## config.mk

```make
export PLATFORM = sky130hd
export DESIGN_NAME = sts_scan_top
export DESIGN_NICKNAME = d
export VERILOG_FILES = /design/src/rtl/sts_pkg.sv /design/src/rtl/sts_scan_top.sv /design/src/rtl/sts_sync.sv /design/src/rtl/sts_tap_fsm.sv
export SDC_FILE = /design/constraint.sdc
export NUM_CORES = 1
export LEC_CHECK = 0
export ABC_AREA = 1
export ABC_CLOCK_PERIOD_IN_PS = 5200
export BUFFER_PORTS_ARGS = -buffer_cell sky130_fd_sc_hd__buf_4
export CORE_MARGIN = 2
export CORE_UTILIZATION = 66
export CTS_BUF_LIST = sky130_fd_sc_hd__clkbuf_8
export DETAILED_ROUTE_END_ITERATION = 10
export GPL_TIMING_DRIVEN = 0
export PLACE_DENSITY = 0.93
export SKIP_LAST_GASP = 1
export SLEW_MARGIN = 15
export SYNTH_ARGS = -nofsm -noshare
export SYNTH_HDL_FRONTEND = slang
export SYNTH_HIERARCHICAL = 1
export SYNTH_SLANG_ARGS = --single-unit
```

## constraint.sdc

```tcl
create_clock -name mclk -period 5.2 [get_ports mclk]
set_clock_uncertainty 0.2 [all_clocks]
set_input_delay 1.04 -clock mclk [delete_from_list [all_inputs] [get_ports mclk]]
set_output_delay 1.04 -clock mclk [all_outputs]
set_load 0.005 [all_outputs]
```

## src/rtl/sts_pkg.sv

```systemverilog
// shared constants and types of the scan test block
// assumes one system clock samples the serial test port pins
package sts_pkg;
  localparam int IR_W = 8;
  localparam int BSC_W = 48;
  localparam int BCR_W = 3;
  localparam int IDR_W = 32;
  localparam int DATA_HI = 39;
  localparam int SYNC_W = 3;
  localparam int TMS_RESET_RISES = 5;
  localparam int LFSR_TAP = 38;

  localparam logic [7:0] IR_RESET = 8'h81;
  localparam logic [7:0] IR_CAPTURE = 8'h81;
  localparam logic [7:0] OP_EXTEST = 8'h00;
  localparam logic [7:0] OP_IDCODE = 8'h81;
  localparam logic [7:0] OP_SAMPLE = 8'h82;
  localparam logic [7:0] OP_HIGHZ = 8'h06;
  localparam logic [7:0] OP_CLAMP = 8'h87;
  localparam logic [7:0] OP_BOUNDARY_RUN_TEST = 8'h09;
  localparam logic [7:0] OP_READBN = 8'h0a;
  localparam logic [7:0] OP_READBT = 8'h8b;
  localparam logic [7:0] OP_SCAN_CTRL = 8'h8e;

  localparam logic [2:0] BCR_RESET = 3'h2;
  localparam logic [2:0] RUN_PSEUDO_RANDOM_PATTERN_GEN = 3'h1;
  localparam logic [2:0] RUN_PSA = 3'h2;
  localparam logic [2:0] RUN_COUNT = 3'h5;
  localparam logic [1:0] BSC_OE_RESET = 2'h3;

  typedef enum logic [3:0] {
    ST_RESET, ST_IDLE, ST_SEL_DR, ST_CAP_DR, ST_SH_DR, ST_EX1_DR, ST_PAU_DR, ST_EX2_DR,
    ST_UPD_DR, ST_SEL_IR, ST_CAP_IR, ST_SH_IR, ST_EX1_IR, ST_PAU_IR, ST_EX2_IR, ST_UPD_IR
  } sts_tap_t;

  typedef enum logic [1:0] {DR_BSC, DR_BCR, DR_BYP, DR_IDR} sts_dr_t;

  typedef struct packed {
    logic test_mode;
    logic highz;
    logic clamp;
    logic boundary_run_test;
    logic cap_pins;
    logic upd_bsc;
    logic upd_bcr;
    sts_dr_t sel;
  } sts_dec_t;

  typedef struct packed {
    logic test_mode;
    logic highz;
    logic clamp;
  } sts_ctl_t;

  // field order is cell 47 down to cell 0
  typedef struct packed {
    logic a_to_b_output_enable;
    logic b_to_a_output_enable;
    logic a_to_b_clock;
    logic b_to_a_clock;
    logic a_to_b_clock_enable;
    logic b_to_a_clock_enable;
    logic a_to_b_latch_enable;
    logic b_to_a_latch_enable;
    logic [19:0] a_port;
    logic [19:0] b_port;
  } sts_bsc_t;
endpackage

```

## src/rtl/sts_scan_top.sv

```systemverilog
// scan test logic: instruction, boundary, boundary-control, bypass and id registers
// assumes tck, tms, tdi come from pins asynchronous to mclk; pin_in is on mclk
// Function
// - update-dr falling edge copies selected shift stage into its shadow latches except under readbn and readbt
// - capture-ir loads 10000001 into instruction shift stage, shifted out later
// - shift-ir places instruction stage on tdo; first fall drives its lsb
// - shift-ir moves one bit per rising edge, none in entry cycle
// - first fall in exit1-ir returns tdo to high impedance
// - exit2 states may return to shift without recapturing the instruction
// - pause-ir holds the partly shifted instruction for any number of cycles
// - update-ir fall copies shift stage into instruction latch, new mode applies
// - shadowed registers except bypass and id, which have shift stage only
// - capture loads stage from instruction-chosen source; shift moves tdi to tdo
// - eight-bit instruction decodes mode, operation, data register and capture source
// - unimplemented opcodes decode as bypass
// - power-up and logic-reset force instruction to 10000001, id read
// - boundary register has 48 cells applying and capturing pin values
// - instruction picks boundary capture source and run-test changes
// - reset sets boundary cells 47 and 46 to one
// - boundary data enters cell 47, leaves from cell 0
// - cells 47..40 port controls, 39..20 a port, 19..0 b port
// - three-bit boundary-control code picks pattern, signature or count under run-test
// - data capture leaves boundary-control contents unchanged
// - reset sets boundary-control to 010, signature analysis
// - controller advances on each rising test clock per tms level
// - tms high reaches logic reset within five test clocks
// - inputs taken on rising edges, tdo changes only on falling edges
// - bypass cell captures zero in data capture
`timescale 1ns/1ps
module sts_scan_top #(
  parameter logic [31:0] IDCODE = 32'h1234_5001 // arbitrary value, bit 0 set
) (
  input wire logic mclk,
  input wire logic srst,
  input wire logic tck,
  input wire logic tms,
  input wire logic tdi,
  output logic tdo,
  output logic tdo_oe_n,
  input sts_pkg::sts_bsc_t pin_in,
  output sts_pkg::sts_bsc_t bsc_out,
  output sts_pkg::sts_ctl_t ctl,
  output sts_pkg::sts_tap_t tap_state
);
  logic [2:0] pins_s;
  logic tck_s, tms_s, tdi_s;
  logic tck_d_q;
  logic rise, fall;
  sts_pkg::sts_tap_t tap;
  sts_pkg::sts_dec_t dec;
  logic dr_lsb;

  logic [7:0] ir_sh_q, ir_sh_d, ir_q, ir_d;
  logic [47:0] bsc_sh_q, bsc_sh_d, bsc_up_q, bsc_up_d;
  logic [2:0] bcr_sh_q, bcr_sh_d, bcr_q, bcr_d;
  logic byp_q, byp_d;
  logic [31:0] idr_q, idr_d;
  logic tdo_q, tdo_d, oe_n_q, oe_n_d;

  sts_sync #(.W(sts_pkg::SYNC_W)) u_sync (
    .mclk(mclk),
    .srst(srst),
    .din({tck, tms, tdi}),
    .dout(pins_s)
  );
  assign {tck_s, tms_s, tdi_s} = pins_s;

  always_ff @(posedge mclk) begin
    if (srst) begin
      tck_d_q <= 1'b0;
    end else begin
      tck_d_q <= tck_s;
    end
  end
  assign rise = tck_s & ~tck_d_q;
  assign fall = ~tck_s & tck_d_q;

  sts_tap_fsm u_fsm (
    .mclk(mclk),
    .srst(srst),
    .rise(rise),
    .tms(tms_s),
    .state(tap)
  );

  function automatic sts_pkg::sts_dec_t decode(input logic [7:0] op);
    sts_pkg::sts_dec_t r;
    r = '0;
    r.sel = sts_pkg::DR_BYP;
    case (op)
      sts_pkg::OP_EXTEST: begin
        r.test_mode = 1'b1;
        r.sel = sts_pkg::DR_BSC;
        r.cap_pins = 1'b1;
        r.upd_bsc = 1'b1;
      end
      sts_pkg::OP_IDCODE: r.sel = sts_pkg::DR_IDR;
      sts_pkg::OP_SAMPLE: begin
        r.sel = sts_pkg::DR_BSC;
        r.cap_pins = 1'b1;
        r.upd_bsc = 1'b1;
      end
      sts_pkg::OP_HIGHZ: begin
        r.test_mode = 1'b1;
        r.highz = 1'b1;
      end
      sts_pkg::OP_CLAMP: begin
        r.test_mode = 1'b1;
        r.clamp = 1'b1;
      end
      sts_pkg::OP_BOUNDARY_RUN_TEST: begin
        r.test_mode = 1'b1;
        r.boundary_run_test = 1'b1;
      end
      sts_pkg::OP_READBN: r.sel = sts_pkg::DR_BSC;
      sts_pkg::OP_READBT: begin
        r.test_mode = 1'b1;
        r.sel = sts_pkg::DR_BSC;
      end
      sts_pkg::OP_SCAN_CTRL: begin
        r.sel = sts_pkg::DR_BCR;
        r.upd_bcr = 1'b1;
      end
      default: r.sel = sts_pkg::DR_BYP;
    endcase
    return r;
  endfunction

  // run-test operations act on the forty port cells only, so the control cells stay put
  function automatic logic [39:0] run_op(input logic [2:0] code, input logic [39:0] cur,
                                         input logic [39:0] pins);
    logic fb;
    fb = cur[sts_pkg::DATA_HI] ^ cur[sts_pkg::LFSR_TAP];
    case (code)
      sts_pkg::RUN_PSEUDO_RANDOM_PATTERN_GEN: return {cur[38:0], fb};
      sts_pkg::RUN_PSA: return {cur[38:0], fb} ^ pins;
      sts_pkg::RUN_COUNT: return cur + 40'h1;
      default: return cur;
    endcase
  endfunction

  assign dec = decode(ir_q);

  always_comb begin
    case (dec.sel)
      sts_pkg::DR_BSC: dr_lsb = bsc_sh_q[0];
      sts_pkg::DR_BCR: dr_lsb = bcr_sh_q[0];
      sts_pkg::DR_IDR: dr_lsb = idr_q[0];
      default: dr_lsb = byp_q;
    endcase
  end

  always_comb begin
    ir_sh_d = ir_sh_q;
    ir_d = ir_q;
    bsc_sh_d = bsc_sh_q;
    bsc_up_d = bsc_up_q;
    bcr_sh_d = bcr_sh_q;
    bcr_d = bcr_q;
    byp_d = byp_q;
    idr_d = idr_q;
    tdo_d = tdo_q;
    oe_n_d = oe_n_q;
    if (rise) begin
      case (tap)
        sts_pkg::ST_CAP_IR: ir_sh_d = sts_pkg::IR_CAPTURE;
        sts_pkg::ST_SH_IR: ir_sh_d = {tdi_s, ir_sh_q[7:1]};
        sts_pkg::ST_CAP_DR: begin
          case (dec.sel)
            sts_pkg::DR_BSC: bsc_sh_d = dec.cap_pins ? 48'(pin_in) : bsc_up_q;
            sts_pkg::DR_BYP: byp_d = 1'b0;
            sts_pkg::DR_IDR: idr_d = IDCODE;
            default: bcr_sh_d = bcr_sh_q;
          endcase
        end
        sts_pkg::ST_SH_DR: begin
          case (dec.sel)
            sts_pkg::DR_BSC: bsc_sh_d = {tdi_s, bsc_sh_q[47:1]};
            sts_pkg::DR_BCR: bcr_sh_d = {tdi_s, bcr_sh_q[2:1]};
            sts_pkg::DR_IDR: idr_d = {tdi_s, idr_q[31:1]};
            default: byp_d = tdi_s;
          endcase
        end
        sts_pkg::ST_IDLE: begin
          if (dec.boundary_run_test) begin
            bsc_up_d[39:0] = run_op(bcr_q, bsc_up_q[39:0], pin_in[39:0]);
          end
        end
        default: ir_sh_d = ir_sh_q;
      endcase
    end
    if (fall) begin
      case (tap)
        sts_pkg::ST_SH_IR: begin
          tdo_d = ir_sh_q[0];
          oe_n_d = 1'b0;
        end
        sts_pkg::ST_SH_DR: begin
          tdo_d = dr_lsb;
          oe_n_d = 1'b0;
        end
        sts_pkg::ST_UPD_IR: begin
          ir_d = ir_sh_q;
          oe_n_d = 1'b1;
        end
        sts_pkg::ST_UPD_DR: begin
          // bypass and id have no shadow stage
          if (dec.upd_bsc) begin
            bsc_up_d = bsc_sh_q;
          end
          if (dec.upd_bcr) begin
            bcr_d = bcr_sh_q;
          end
          oe_n_d = 1'b1;
        end
        default: oe_n_d = 1'b1;
      endcase
    end
    if (tap == sts_pkg::ST_RESET) begin
      ir_d = sts_pkg::IR_RESET;
      bcr_d = sts_pkg::BCR_RESET;
      // shift stage too, so a scan right after logic reset reads 010
      bcr_sh_d = sts_pkg::BCR_RESET;
      bsc_sh_d[47:46] = sts_pkg::BSC_OE_RESET;
      bsc_up_d[47:46] = sts_pkg::BSC_OE_RESET;
    end
  end

  always_ff @(posedge mclk) begin
    if (srst) begin
      ir_sh_q <= sts_pkg::IR_RESET;
      ir_q <= sts_pkg::IR_RESET;
      // other cells undefined by nature; cleared for clean simulation
      bsc_sh_q <= {sts_pkg::BSC_OE_RESET, 46'h0};
      bsc_up_q <= {sts_pkg::BSC_OE_RESET, 46'h0};
      bcr_sh_q <= sts_pkg::BCR_RESET;
      bcr_q <= sts_pkg::BCR_RESET;
      byp_q <= 1'b0;
      idr_q <= 32'h0;
      tdo_q <= 1'b0;
      oe_n_q <= 1'b1;
    end else begin
      ir_sh_q <= ir_sh_d;
      ir_q <= ir_d;
      bsc_sh_q <= bsc_sh_d;
      bsc_up_q <= bsc_up_d;
      bcr_sh_q <= bcr_sh_d;
      bcr_q <= bcr_d;
      byp_q <= byp_d;
      idr_q <= idr_d;
      tdo_q <= tdo_d;
      oe_n_q <= oe_n_d;
    end
  end

  assign tdo = tdo_q;
  assign tdo_oe_n = oe_n_q;
  assign bsc_out = sts_pkg::sts_bsc_t'(bsc_up_q);
  assign ctl = '{test_mode: dec.test_mode, highz: dec.highz, clamp: dec.clamp};
  assign tap_state = tap;

  a_ir_capture: assert property (@(posedge mclk) disable iff (srst)
    (rise && tap == sts_pkg::ST_CAP_IR) |=> (ir_sh_q == 8'h81))
    else $error("capture-ir did not load 10000001");
  a_ir_shift: assert property (@(posedge mclk) disable iff (srst)
    (rise && tap == sts_pkg::ST_SH_IR) |=> (ir_sh_q == {$past(tdi_s), $past(ir_sh_q[7:1])}))
    else $error("instruction stage did not shift one bit");
  a_tdo_drive: assert property (@(posedge mclk) disable iff (srst)
    (fall && tap == sts_pkg::ST_SH_IR) |=> (!tdo_oe_n && tdo == $past(ir_sh_q[0])))
    else $error("tdo not driving instruction lsb");
  a_tdo_float: assert property (@(posedge mclk) disable iff (srst)
    (fall && tap == sts_pkg::ST_EX1_IR) |=> tdo_oe_n)
    else $error("tdo still driven after exit1");
  a_tdo_idle_hiz: assert property (@(posedge mclk) disable iff (srst)
    (tap != sts_pkg::ST_SH_IR && tap != sts_pkg::ST_SH_DR && $past(tap) == tap && $past(fall)) |-> tdo_oe_n)
    else $error("tdo driven outside shift states");
  a_tdo_fall_only: assert property (@(posedge mclk) disable iff (srst)
    !$past(fall) |-> ($stable(tdo) && $stable(tdo_oe_n)))
    else $error("tdo changed without a falling edge");
  a_exit_keep: assert property (@(posedge mclk) disable iff (srst)
    (rise && tap == sts_pkg::ST_EX2_IR && !tms_s) |=> ($stable(ir_sh_q) && tap == sts_pkg::ST_SH_IR))
    else $error("exit2 back to shift disturbed the stage");
  a_pause_hold: assert property (@(posedge mclk) disable iff (srst)
    (tap == sts_pkg::ST_PAU_IR) |=> $stable(ir_sh_q))
    else $error("pause lost instruction bits");
  a_ir_update: assert property (@(posedge mclk) disable iff (srst)
    (fall && tap == sts_pkg::ST_UPD_IR) |=> (ir_q == $past(ir_sh_q)))
    else $error("update-ir did not load instruction");
  a_logic_reset: assert property (@(posedge mclk) disable iff (srst)
    (tap == sts_pkg::ST_RESET) |=> (ir_q == 8'h81 && bcr_q == 3'h2 && bsc_out[47:46] == 2'b11))
    else $error("logic reset values wrong");
  a_bcr_capture: assert property (@(posedge mclk) disable iff (srst)
    (rise && tap == sts_pkg::ST_CAP_DR && dec.sel == sts_pkg::DR_BCR) |=> $stable(bcr_sh_q))
    else $error("boundary-control changed in capture");
  a_bypass_zero: assert property (@(posedge mclk) disable iff (srst)
    (rise && tap == sts_pkg::ST_CAP_DR && dec.sel == sts_pkg::DR_BYP) |=> !byp_q)
    else $error("bypass did not capture zero");
  a_bsc_update: assert property (@(posedge mclk) disable iff (srst)
    (fall && tap == sts_pkg::ST_UPD_DR && dec.upd_bsc) |=> (bsc_up_q == $past(bsc_sh_q)))
    else $error("boundary shadow not updated");

  c_ir_update: cover property (@(posedge mclk) disable iff (srst) fall && tap == sts_pkg::ST_UPD_IR);
  c_bsc_shift: cover property (@(posedge mclk) disable iff (srst)
    rise && tap == sts_pkg::ST_SH_DR && dec.sel == sts_pkg::DR_BSC);
  c_run_test: cover property (@(posedge mclk) disable iff (srst) rise && tap == sts_pkg::ST_IDLE && dec.boundary_run_test);
endmodule // sts_scan_top

```

## src/rtl/sts_sync.sv

```systemverilog
// two-flop synchroniser for a bundle of pin levels
// assumes inputs are asynchronous to mclk
`timescale 1ns/1ps
module sts_sync #(
  parameter int W = 3
) (
  input wire logic mclk,
  input wire logic srst,
  input wire logic [W-1:0] din,
  output logic [W-1:0] dout
);
  logic [W-1:0] meta_q;
  logic [W-1:0] sync_q;

  always_ff @(posedge mclk) begin
    if (srst) begin
      meta_q <= '0;
      sync_q <= '0;
    end else begin
      meta_q <= din;
      sync_q <= meta_q;
    end
  end

  assign dout = sync_q;
endmodule // sts_sync

```

## src/rtl/sts_tap_fsm.sv

```systemverilog
// sixteen-state test port controller
// assumes rise is a one-cycle pulse per test clock rising edge, tms aligned with it
`timescale 1ns/1ps
module sts_tap_fsm (
  input wire logic mclk,
  input wire logic srst,
  input wire logic rise,
  input wire logic tms,
  output sts_pkg::sts_tap_t state
);
  sts_pkg::sts_tap_t st_q, st_d;
  logic [2:0] hi_cnt_q, hi_cnt_d;

  always_comb begin
    st_d = st_q;
    if (rise) begin
      case (st_q)
        sts_pkg::ST_RESET: st_d = tms ? sts_pkg::ST_RESET : sts_pkg::ST_IDLE;
        sts_pkg::ST_IDLE: st_d = tms ? sts_pkg::ST_SEL_DR : sts_pkg::ST_IDLE;
        sts_pkg::ST_SEL_DR: st_d = tms ? sts_pkg::ST_SEL_IR : sts_pkg::ST_CAP_DR;
        sts_pkg::ST_CAP_DR: st_d = tms ? sts_pkg::ST_EX1_DR : sts_pkg::ST_SH_DR;
        sts_pkg::ST_SH_DR: st_d = tms ? sts_pkg::ST_EX1_DR : sts_pkg::ST_SH_DR;
        sts_pkg::ST_EX1_DR: st_d = tms ? sts_pkg::ST_UPD_DR : sts_pkg::ST_PAU_DR;
        sts_pkg::ST_PAU_DR: st_d = tms ? sts_pkg::ST_EX2_DR : sts_pkg::ST_PAU_DR;
        sts_pkg::ST_EX2_DR: st_d = tms ? sts_pkg::ST_UPD_DR : sts_pkg::ST_SH_DR;
        sts_pkg::ST_UPD_DR: st_d = tms ? sts_pkg::ST_SEL_DR : sts_pkg::ST_IDLE;
        sts_pkg::ST_SEL_IR: st_d = tms ? sts_pkg::ST_RESET : sts_pkg::ST_CAP_IR;
        sts_pkg::ST_CAP_IR: st_d = tms ? sts_pkg::ST_EX1_IR : sts_pkg::ST_SH_IR;
        sts_pkg::ST_SH_IR: st_d = tms ? sts_pkg::ST_EX1_IR : sts_pkg::ST_SH_IR;
        sts_pkg::ST_EX1_IR: st_d = tms ? sts_pkg::ST_UPD_IR : sts_pkg::ST_PAU_IR;
        sts_pkg::ST_PAU_IR: st_d = tms ? sts_pkg::ST_EX2_IR : sts_pkg::ST_PAU_IR;
        sts_pkg::ST_EX2_IR: st_d = tms ? sts_pkg::ST_UPD_IR : sts_pkg::ST_SH_IR;
        sts_pkg::ST_UPD_IR: st_d = tms ? sts_pkg::ST_SEL_DR : sts_pkg::ST_IDLE;
        default: st_d = sts_pkg::ST_RESET;
      endcase
    end
  end

  // helper count of consecutive rises with tms high, read only by checks
  always_comb begin
    hi_cnt_d = hi_cnt_q;
    if (rise) begin
      if (!tms) begin
        hi_cnt_d = 3'h0;
      end else if (hi_cnt_q < 3'(sts_pkg::TMS_RESET_RISES)) begin
        hi_cnt_d = hi_cnt_q + 3'h1;
      end
    end
  end

  always_ff @(posedge mclk) begin
    if (srst) begin
      st_q <= sts_pkg::ST_RESET;
      hi_cnt_q <= 3'h0;
    end else begin
      st_q <= st_d;
      hi_cnt_q <= hi_cnt_d;
    end
  end

  assign state = st_q;

  a_tms_reset_bound: assert property (@(posedge mclk) disable iff (srst)
    (hi_cnt_q == 3'(sts_pkg::TMS_RESET_RISES)) |-> (st_q == sts_pkg::ST_RESET))
    else $error("tms held high did not reach logic reset");
endmodule // sts_tap_fsm

```

==> results of run 1 <==
[layout make-up]
class                   count  area, sq um  share of cell area [%]
repair buffers            109        818.3                   6.965
clock inverters            14        156.4                   1.331
well taps                 188        235.2                   2.002
clock buffers              18        247.7                   2.109
multi-input cells        1280         5864                   49.91
flip-flops and latches    164         3283                   27.94
inverters                 168        630.6                   5.367
plain buffers             109        513.0                   4.366
[state kept, by name (all words and copies together), names as in the netlist]
name           cells
bcr_q              3
u_sync/meta_q      3
u_sync/dout        3
ir_q               8
tdo                1
ir_sh_q            8
bsc_sh_q          48
tck_d_q            1
tdo_oe_n           1
u_fsm/state        4
idr_q             32
bsc_out           48
byp_q              1
bcr_sh_q           3
[path summary, 6_finish.rpt]
| path | slack, ns | startpoint | endpoint |
|---|---|---|---|
| hold reg to reg | 0.22 | u_sync/meta_q[1] | u_sync/dout[1] |
| hold / removal | 0.22 | u_sync/meta_q[1] | u_sync/dout[1] |
| setup reg to reg | 2.34 | bsc_out[1] | bsc_out[16] |
| setup / recovery | 2.08 | ir_q[7] | ctl[2] |
[worst max-delay path: stages, from the launching register on]
cell,delay [ns]
sky130_fd_sc_hd__dfxtp_1,0.41
sky130_fd_sc_hd__nor2_1,0.08
sky130_fd_sc_hd__nand2_1,0.15
sky130_fd_sc_hd__nor2_1,0.08
sky130_fd_sc_hd__a21oi_1,0.35
sky130_fd_sc_hd__nand2_1,0.15
sky130_fd_sc_hd__buf_4,0.16
[power breakdown]
group / leakage, nW / switching, mW / internal [mW] / total, mW
clock: 0.202 / 0.592 / 0.375 / 0.967
combinational: 3.67 / 0.0673 / 0.0527 / 0.120
sequential: 1.32 / 0.00219 / 1.26 / 1.26
total: 5.20 / 0.661 / 1.69 / 2.35
[through the flow]
stage                     utilization [%]  area, sq um  hold WS [ns]  power, mW
after floorplan                         -        10290        0.1883      1.344
after global placement              74.63        11340        0.1902      1.401
after detailed placement            74.63        11340        0.2028      1.404
after CTS                           77.28        11750        0.2178      2.327
after global routing                77.28        11750        0.2412      2.387
final                               77.28        11750        0.2164      2.347
[cell usage after synthesis (all sizes together)]
master / n
a211oi: 7
a21boi: 1
a21oi: 124
a22oi: 15
a31oi: 3
a32oi: 1
and2: 1
buf: 51
clkbuf: 58
clkinv: 3
dfxtp: 164
ha: 1
inv: 165
nand2: 506
nand3: 148
nand4: 12
nor2: 236
nor3: 41
nor3b: 1
nor4: 1
o211ai: 13
o21ai: 109
o21bai: 3
o221ai: 7
o22ai: 6
or2: 10
xnor2: 12
xor2: 22
[kinds of logic after synthesis]
logic type,count (synthesis)
xor gates and xnor gates,34
buffers and inverters,277
and+or+nand+nor,956
DFF,164
adders and majority gates,1
AOI/OAI and AO/OA,289
[layer usage]
metal,up-vias,track usage (%),wire length [um]
met3,198,10.19,4370
met1,5523,52.60,13610
met4,0,23.40,2045
li1,5782,-,-
met2,915,73.20,16720
met5,-,0,0
==> results.toml, run 1 <==
[yosys]
synth_top_family_by_area = "simple AND/OR/NAND/NOR gates"
synth.mux.area_fraction_pct = 0
synth.avg_cell_area_sq_um = 5.980
synth_top_cell_by_area = "sky130_fd_sc_hd__dfxtp_1"
compound_gate_portion_of_the_synthesized_area_pct = 15.62
synth.distinct_cells = 41
synth_area_leaders = "sky130_fd_sc_hd__dfxtp_1 (32%), sky130_fd_sc_hd__nand2_1 (18%), sky130_fd_sc_hd__nor2_1 (8.3%)"
synth-xor-area-share_pct = 2.894
synthSimpleGateAreaFrac_pct = 38.35
synthesis.yosys.warnings = 6
post_synth_inst_count = 1721
synth-adder-area-share_pct = 0.1216
synthDominantCellAreaShare_pct = 31.90
synth-seq-area-share_pct = 31.90
ys_ff_latch = 164
synth.net_count = 1775
synthesis.area_sq_um = 10290

[hold_path]
holdCritPathClass = "register to register"
hold_path_depth = 2

[placed_design]
pre_cts_ws_ns = 2.299
place_hpwl_um = 26570
port_buffers = 109
placed_cells_incl_taps = 2018
gp_routability_congestion = 1.069

[power]
vdd_ir_drop_max_v = 0.0002269
leakagePower_nw = 5.197
power.density_cell_area_nw_per_um2 = 199.8

[final_layout]
antennaDiodeCount = 0
fill_cells = 1154
layout_commonest_cell = "sky130_fd_sc_hd__nand2_1"
area.growth.synth_to_final_pct = 14.16
fin_cells = 2050
drive_gt1_share_pct = 12.30
num-nets-final = 1903
mostFrequentLayoutCells = "sky130_fd_sc_hd__nand2_1 (500), sky130_fd_sc_hd__nor2_1 (227), sky130_fd_sc_hd__dfxtp_1 (164)"

[timing]
clock.fmax_mhz = 320.9
final.setup.tns_ns = 0
transition_time_at_the_pin_with_the_least_slew_margin_ns = 0.9149
postLayoutSetupSlackWorst_ns = 2.084
rsz0062_at_grt = "false"
fin_crit_sh_pct = 59.93
fin_crit_ns = 3.116
slew_headroom_pct = 39.01
report.final.hold_viol_count = 0
finalSetupViolations = 0
final_max_slew_viol_count = 0

[floorplanning]
die-area_sq_um = 16610
fp.coreArea_sq_um = 15200
rows = 45
die-width_um = 128.9
dieHeight_um = 128.9
start_util_pct = 67.70
boundaryPins = 110

[detailed_routing]
post_drt_via_cell_ratio = 6.058
postRouteAntennaNets = 0
drc_errors = 0
route.final.wire_length_um = 36750
drt-pass1-iter-count = 6
drt_iter0_markers = 1541
routedWlPerCell_um = 17.93
routed-via-count = 12420

[clock_tree]
cts_sinks = 164
clock_tree.root_cell = "sky130_fd_sc_hd__clkbuf_8"
tritoncts = "yes"
register_clock_pin_slew_on_the_reported_worst_setup_and_hold_paths_ns = 0.11
cts_buffer_depth = 2
insertion_delay_ns = 0.49
ctsHtreeMaxLevel = 4
post_cts_resize_count = 0
post_cts_buffers = 0
post_cts_hold_buffer_count = 0
cts_made_buffers = 17

[grt]
grt_start_max_net_pins = 19
grt_antenna_before_repair = 0
number_of_global_route_vias_before_repair = 11370
global_route_wire_length_before_repair_um = 57020
grtUsageTotal_pct = 43.86
globalRoute.totalOverflow = 0

[flow_run]
timing.max_cap.violations = 0

[critical_path]
timing_worst_setup_path_type = "register to primary output"
ff2ff_path_depth = 10
crit_path_max_fanout = 4
crit_arrival_ns = 1.88
type_of_element_launching_the_critical_path = "register"
critPathCaptureType = "primary output"
worstPathRequired_ns = 3.96

[outcome]
run_status = "finished clean"
(Power assumes the default switching activity.)
==> run 2, diff against run 1 <==
--- a/config.mk
+++ b/config.mk
@@ -5,15 +5,15 @@
 export SDC_FILE = /design/constraint.sdc
 export NUM_CORES = 1
 export LEC_CHECK = 0
-export ABC_AREA = 1
-export ABC_CLOCK_PERIOD_IN_PS = 5200
+export ABC_AREA = 0
+export ABC_CLOCK_PERIOD_IN_PS = 2820
 export BUFFER_PORTS_ARGS = -buffer_cell sky130_fd_sc_hd__buf_4
 export CORE_MARGIN = 2
-export CORE_UTILIZATION = 66
+export CORE_UTILIZATION = 55
 export CTS_BUF_LIST = sky130_fd_sc_hd__clkbuf_8
 export DETAILED_ROUTE_END_ITERATION = 10
 export GPL_TIMING_DRIVEN = 0
-export PLACE_DENSITY = 0.93
+export PLACE_DENSITY = 0.84
 export SKIP_LAST_GASP = 1
 export SLEW_MARGIN = 15
 export SYNTH_ARGS = -nofsm -noshare
==> constraint.sdc (replaced) <==
create_clock -name mclk -period 2.82 [get_ports mclk]
set_clock_uncertainty 0.2 [all_clocks]
set_input_delay 0.564 -clock mclk [delete_from_list [all_inputs] [get_ports mclk]]
set_output_delay 0.564 -clock mclk [all_outputs]
set_load 0.005 [all_outputs]
==> results.toml, run 2 <==
[outcome]
run_status = "complete, but fails checks"
violations = "setup timing"

[yosys]
post_synth_inst_count = 1242
compound_gate_portion_of_the_synthesized_area_pct = 25.44
synthDominantCellAreaShare_pct = 34.11
post_synth_most_frequent_cells = "sky130_fd_sc_hd__dfxtp_1 (164), sky130_fd_sc_hd__a21oi_1 (148), sky130_fd_sc_hd__nor2_1 (122)"
synthesis.yosys.warnings = 6
synth-adder-area-share_pct = 0.1300
postSynth.asyncResetShare_pct = 0
synth.distinct_cells = 79
synth.net_count = 1296
synthesis.area_sq_um = 9624
synth.most_common_cell = "sky130_fd_sc_hd__dfxtp_1"
synthSimpleGateAreaFrac_pct = 25.20
synth_top_family_by_area = "compound AO/OA/AOI/OAI gates"
synth-xor-area-share_pct = 1.729
ys_ff_latch = 164
synth.mux.area_fraction_pct = 7.085
synth_top_cell_by_area = "sky130_fd_sc_hd__dfxtp_1"
synth-edff-count = 0
synth_area_leaders = "sky130_fd_sc_hd__dfxtp_1 (34%), sky130_fd_sc_hd__a21oi_1 (7.7%), sky130_fd_sc_hd__mux2i_1 (7.0%)"
synth_top_flop_cell = "sky130_fd_sc_hd__dfxtp_1"
synth-seq-area-share_pct = 34.11
synth.avg_cell_area_sq_um = 7.749

[floorplanning]
die-width_um = 136.3
rows = 48
boundaryPins = 110
start_util_pct = 56.03
dieHeight_um = 136.3
die-area_sq_um = 18570
fp.coreArea_sq_um = 17180

[final_layout]
fill_cells = 1535
antennaDiodeCount = 0
drive_gt1_share_pct = 17.80
mostFrequentLayoutCells = "sky130_fd_sc_hd__dfxtp_1 (162), sky130_fd_sc_hd__a21oi_1 (148), sky130_fd_sc_hd__nor2_1 (118)"
num-nets-final = 1429
utilization_pct = 65.84
layout_commonest_cell = "sky130_fd_sc_hd__dfxtp_1"
area.growth.synth_to_final_pct = 17.51

[power]
seq_power_share_pct = 53.3
leakagePower_nw = 4.540
pwr-share-clk_pct = 41.3
power.combinational.fraction_pct = 5.4
switching_share_pct = 26.88
netSwitchingPower_mw = 1.174
vdd_ir_drop_max_v = 0.0003614
internal-power_mw = 3.193
power.density_cell_area_nw_per_um2 = 386.1

[detailed_routing]
drt-pass1-iter-count = 7
post_drt_via_cell_ratio = 6.468
routedWlPerCell_um = 20.08
routed-via-count = 10430
drt_iter0_markers = 1276
postRouteAntennaNets = 0
route.final.wire_length_um = 32400
drc_errors = 0

[critical_path]
worstPathRequired_ns = 2.98
critPathCaptureType = "register"
crit_arrival_ns = 3.01
type_of_element_launching_the_critical_path = "register"
slowest_stage = "sky130_fd_sc_hd__or4_1"
timing_worst_setup_path_type = "register to register"
worstPathCellList = "ha_1 -> nand3_1 -> or4_1 -> buf_2 -> nor4_2 -> mux2_2 -> a211oi_1 -> a211oi_2"
crit_path_max_fanout = 6
crit_path_max_incr_delay_ns = 0.50

[clock_tree]
register_clock_pin_slew_on_the_reported_worst_setup_and_hold_paths_ns = 0.11
post_cts_hold_buffer_count = 0
cts_made_buffers = 17
tritoncts = "yes"
clock_tree.root_cell = "sky130_fd_sc_hd__clkbuf_8"
cts_buffer_depth = 2
insertion_delay_ns = 0.50
ctsHtreeMaxLevel = 4
cts_sinks = 164

[hold_path]
holdCritPathClass = "input port to register"

[placed_design]
place_hpwl_um = 22850
pre_cts_ws_ns = -0.3956
port_buffers = 109
gp_routability_congestion = 1.046

[timing]
transition_time_at_the_pin_with_the_least_slew_margin_ns = 0.8527
worst_hold_slack_ns = 0.08174
final_max_slew_viol_count = 0
fin_crit_ns = 2.858
postLayoutSetupSlackWorst_ns = -0.03752
finalSetupViolations = 2
report.final.hold_viol_count = 0
slew_headroom_pct = 43.15
rsz0062_at_grt = "true"
final.setup.tns_ns = -0.04206
clock.fmax_mhz = 350.0
fin_crit_sh_pct = 101.3

[grt]
global_route_wire_length_before_repair_um = 49500
grtUsageTotal_pct = 34.27
grt_antenna_before_repair = 0
grt_start_max_net_pins = 18
number_of_global_route_vias_before_repair = 9476
globalRoute.totalOverflow = 0

[flow_run]
timing.max_cap.violations = 0
## run 2: cell type report
| class | instances | area (sq um) | share of cell area [%] |
|---|---|---|---|
| sequential | 164 | 3286 | 29.05 |
| inverter | 9 | 33.78 | 0.2987 |
| timing repair buffer | 116 | 870.8 | 7.700 |
| buffer | 120 | 594.3 | 5.255 |
| multi-input combinational | 947 | 5834 | 51.59 |
| clock inverter | 14 | 161.4 | 1.427 |
| tap | 225 | 281.5 | 2.489 |
| clock buffer | 18 | 247.7 | 2.191 |
## run 2: repair_timing
item,CTS,global route
endpoints found under the setup margin,124,85
pin swaps,1,4
setup buffers,1,6
gates resized for setup,23,32
## run 2: power by group through the flow
stage / Combinational, mW / Clock, mW / Sequential [mW]
finish: 0.237 / 1.80 / 2.33
floorplan: 0.114 / 0 / 2.38
global placement: 0.224 / 0 / 2.38
global route: 0.251 / 1.89 / 2.33
detailed placement: 0.229 / 0 / 2.38
CTS: 0.230 / 1.79 / 2.32
## run 2: cells by family after synthesis
kind of cell / Yosys count
xor+xnor: 19
simple gates: 473
buf+inv: 131
fa+ha+maj: 1
flops: 164
compound gates: 386
mux: 68
## run 2: worst paths after layout
path                                  startpoint               end  depth (start not counted)  slack [ns]
worst min register to register  u_sync/meta_q[1]    u_sync/dout[1]                          1        0.24
worst max-delay path                  bsc_out[0]       bsc_out[30]                          8       -0.04
worst max register to register        bsc_out[0]       bsc_out[30]                          8       -0.04
worst min-delay path                         tms  u_sync/meta_q[1]                          2        0.08
## run 2: per-stage QoR
step | cell area (sq um) | instances | power (mW)
global placement | 10720 | 1576 | 2.603
global route | 11310 | 1613 | 4.465
CTS | 11220 | 1609 | 4.348
finish | 11310 | 1613 | 4.366
detailed placement | 10720 | 1576 | 2.608
floorplan | 9624 | 1242 | 2.491
## run 2: critical path, delay by kind of cell, from the launching register on
family / cells / cell delay [ns]
multiplexers: 1 / 0.36
AO/OA/AOI/OAI: 2 / 0.41
AND/OR/NAND/NOR: 3 / 0.92
adder cells (fa/ha/maj): 1 / 0.24
buffers and inverters: 1 / 0.21
flip-flops: 1 / 0.39
## run 2: metal layers
layer,vias up,part of all wire [%],track usage (%)
li1,4801,-,-
met1,4830,39,42.34
met2,646,46,56.23
met3,156,10,7.718
met4,0,5.2,16.96
met5,-,0,0
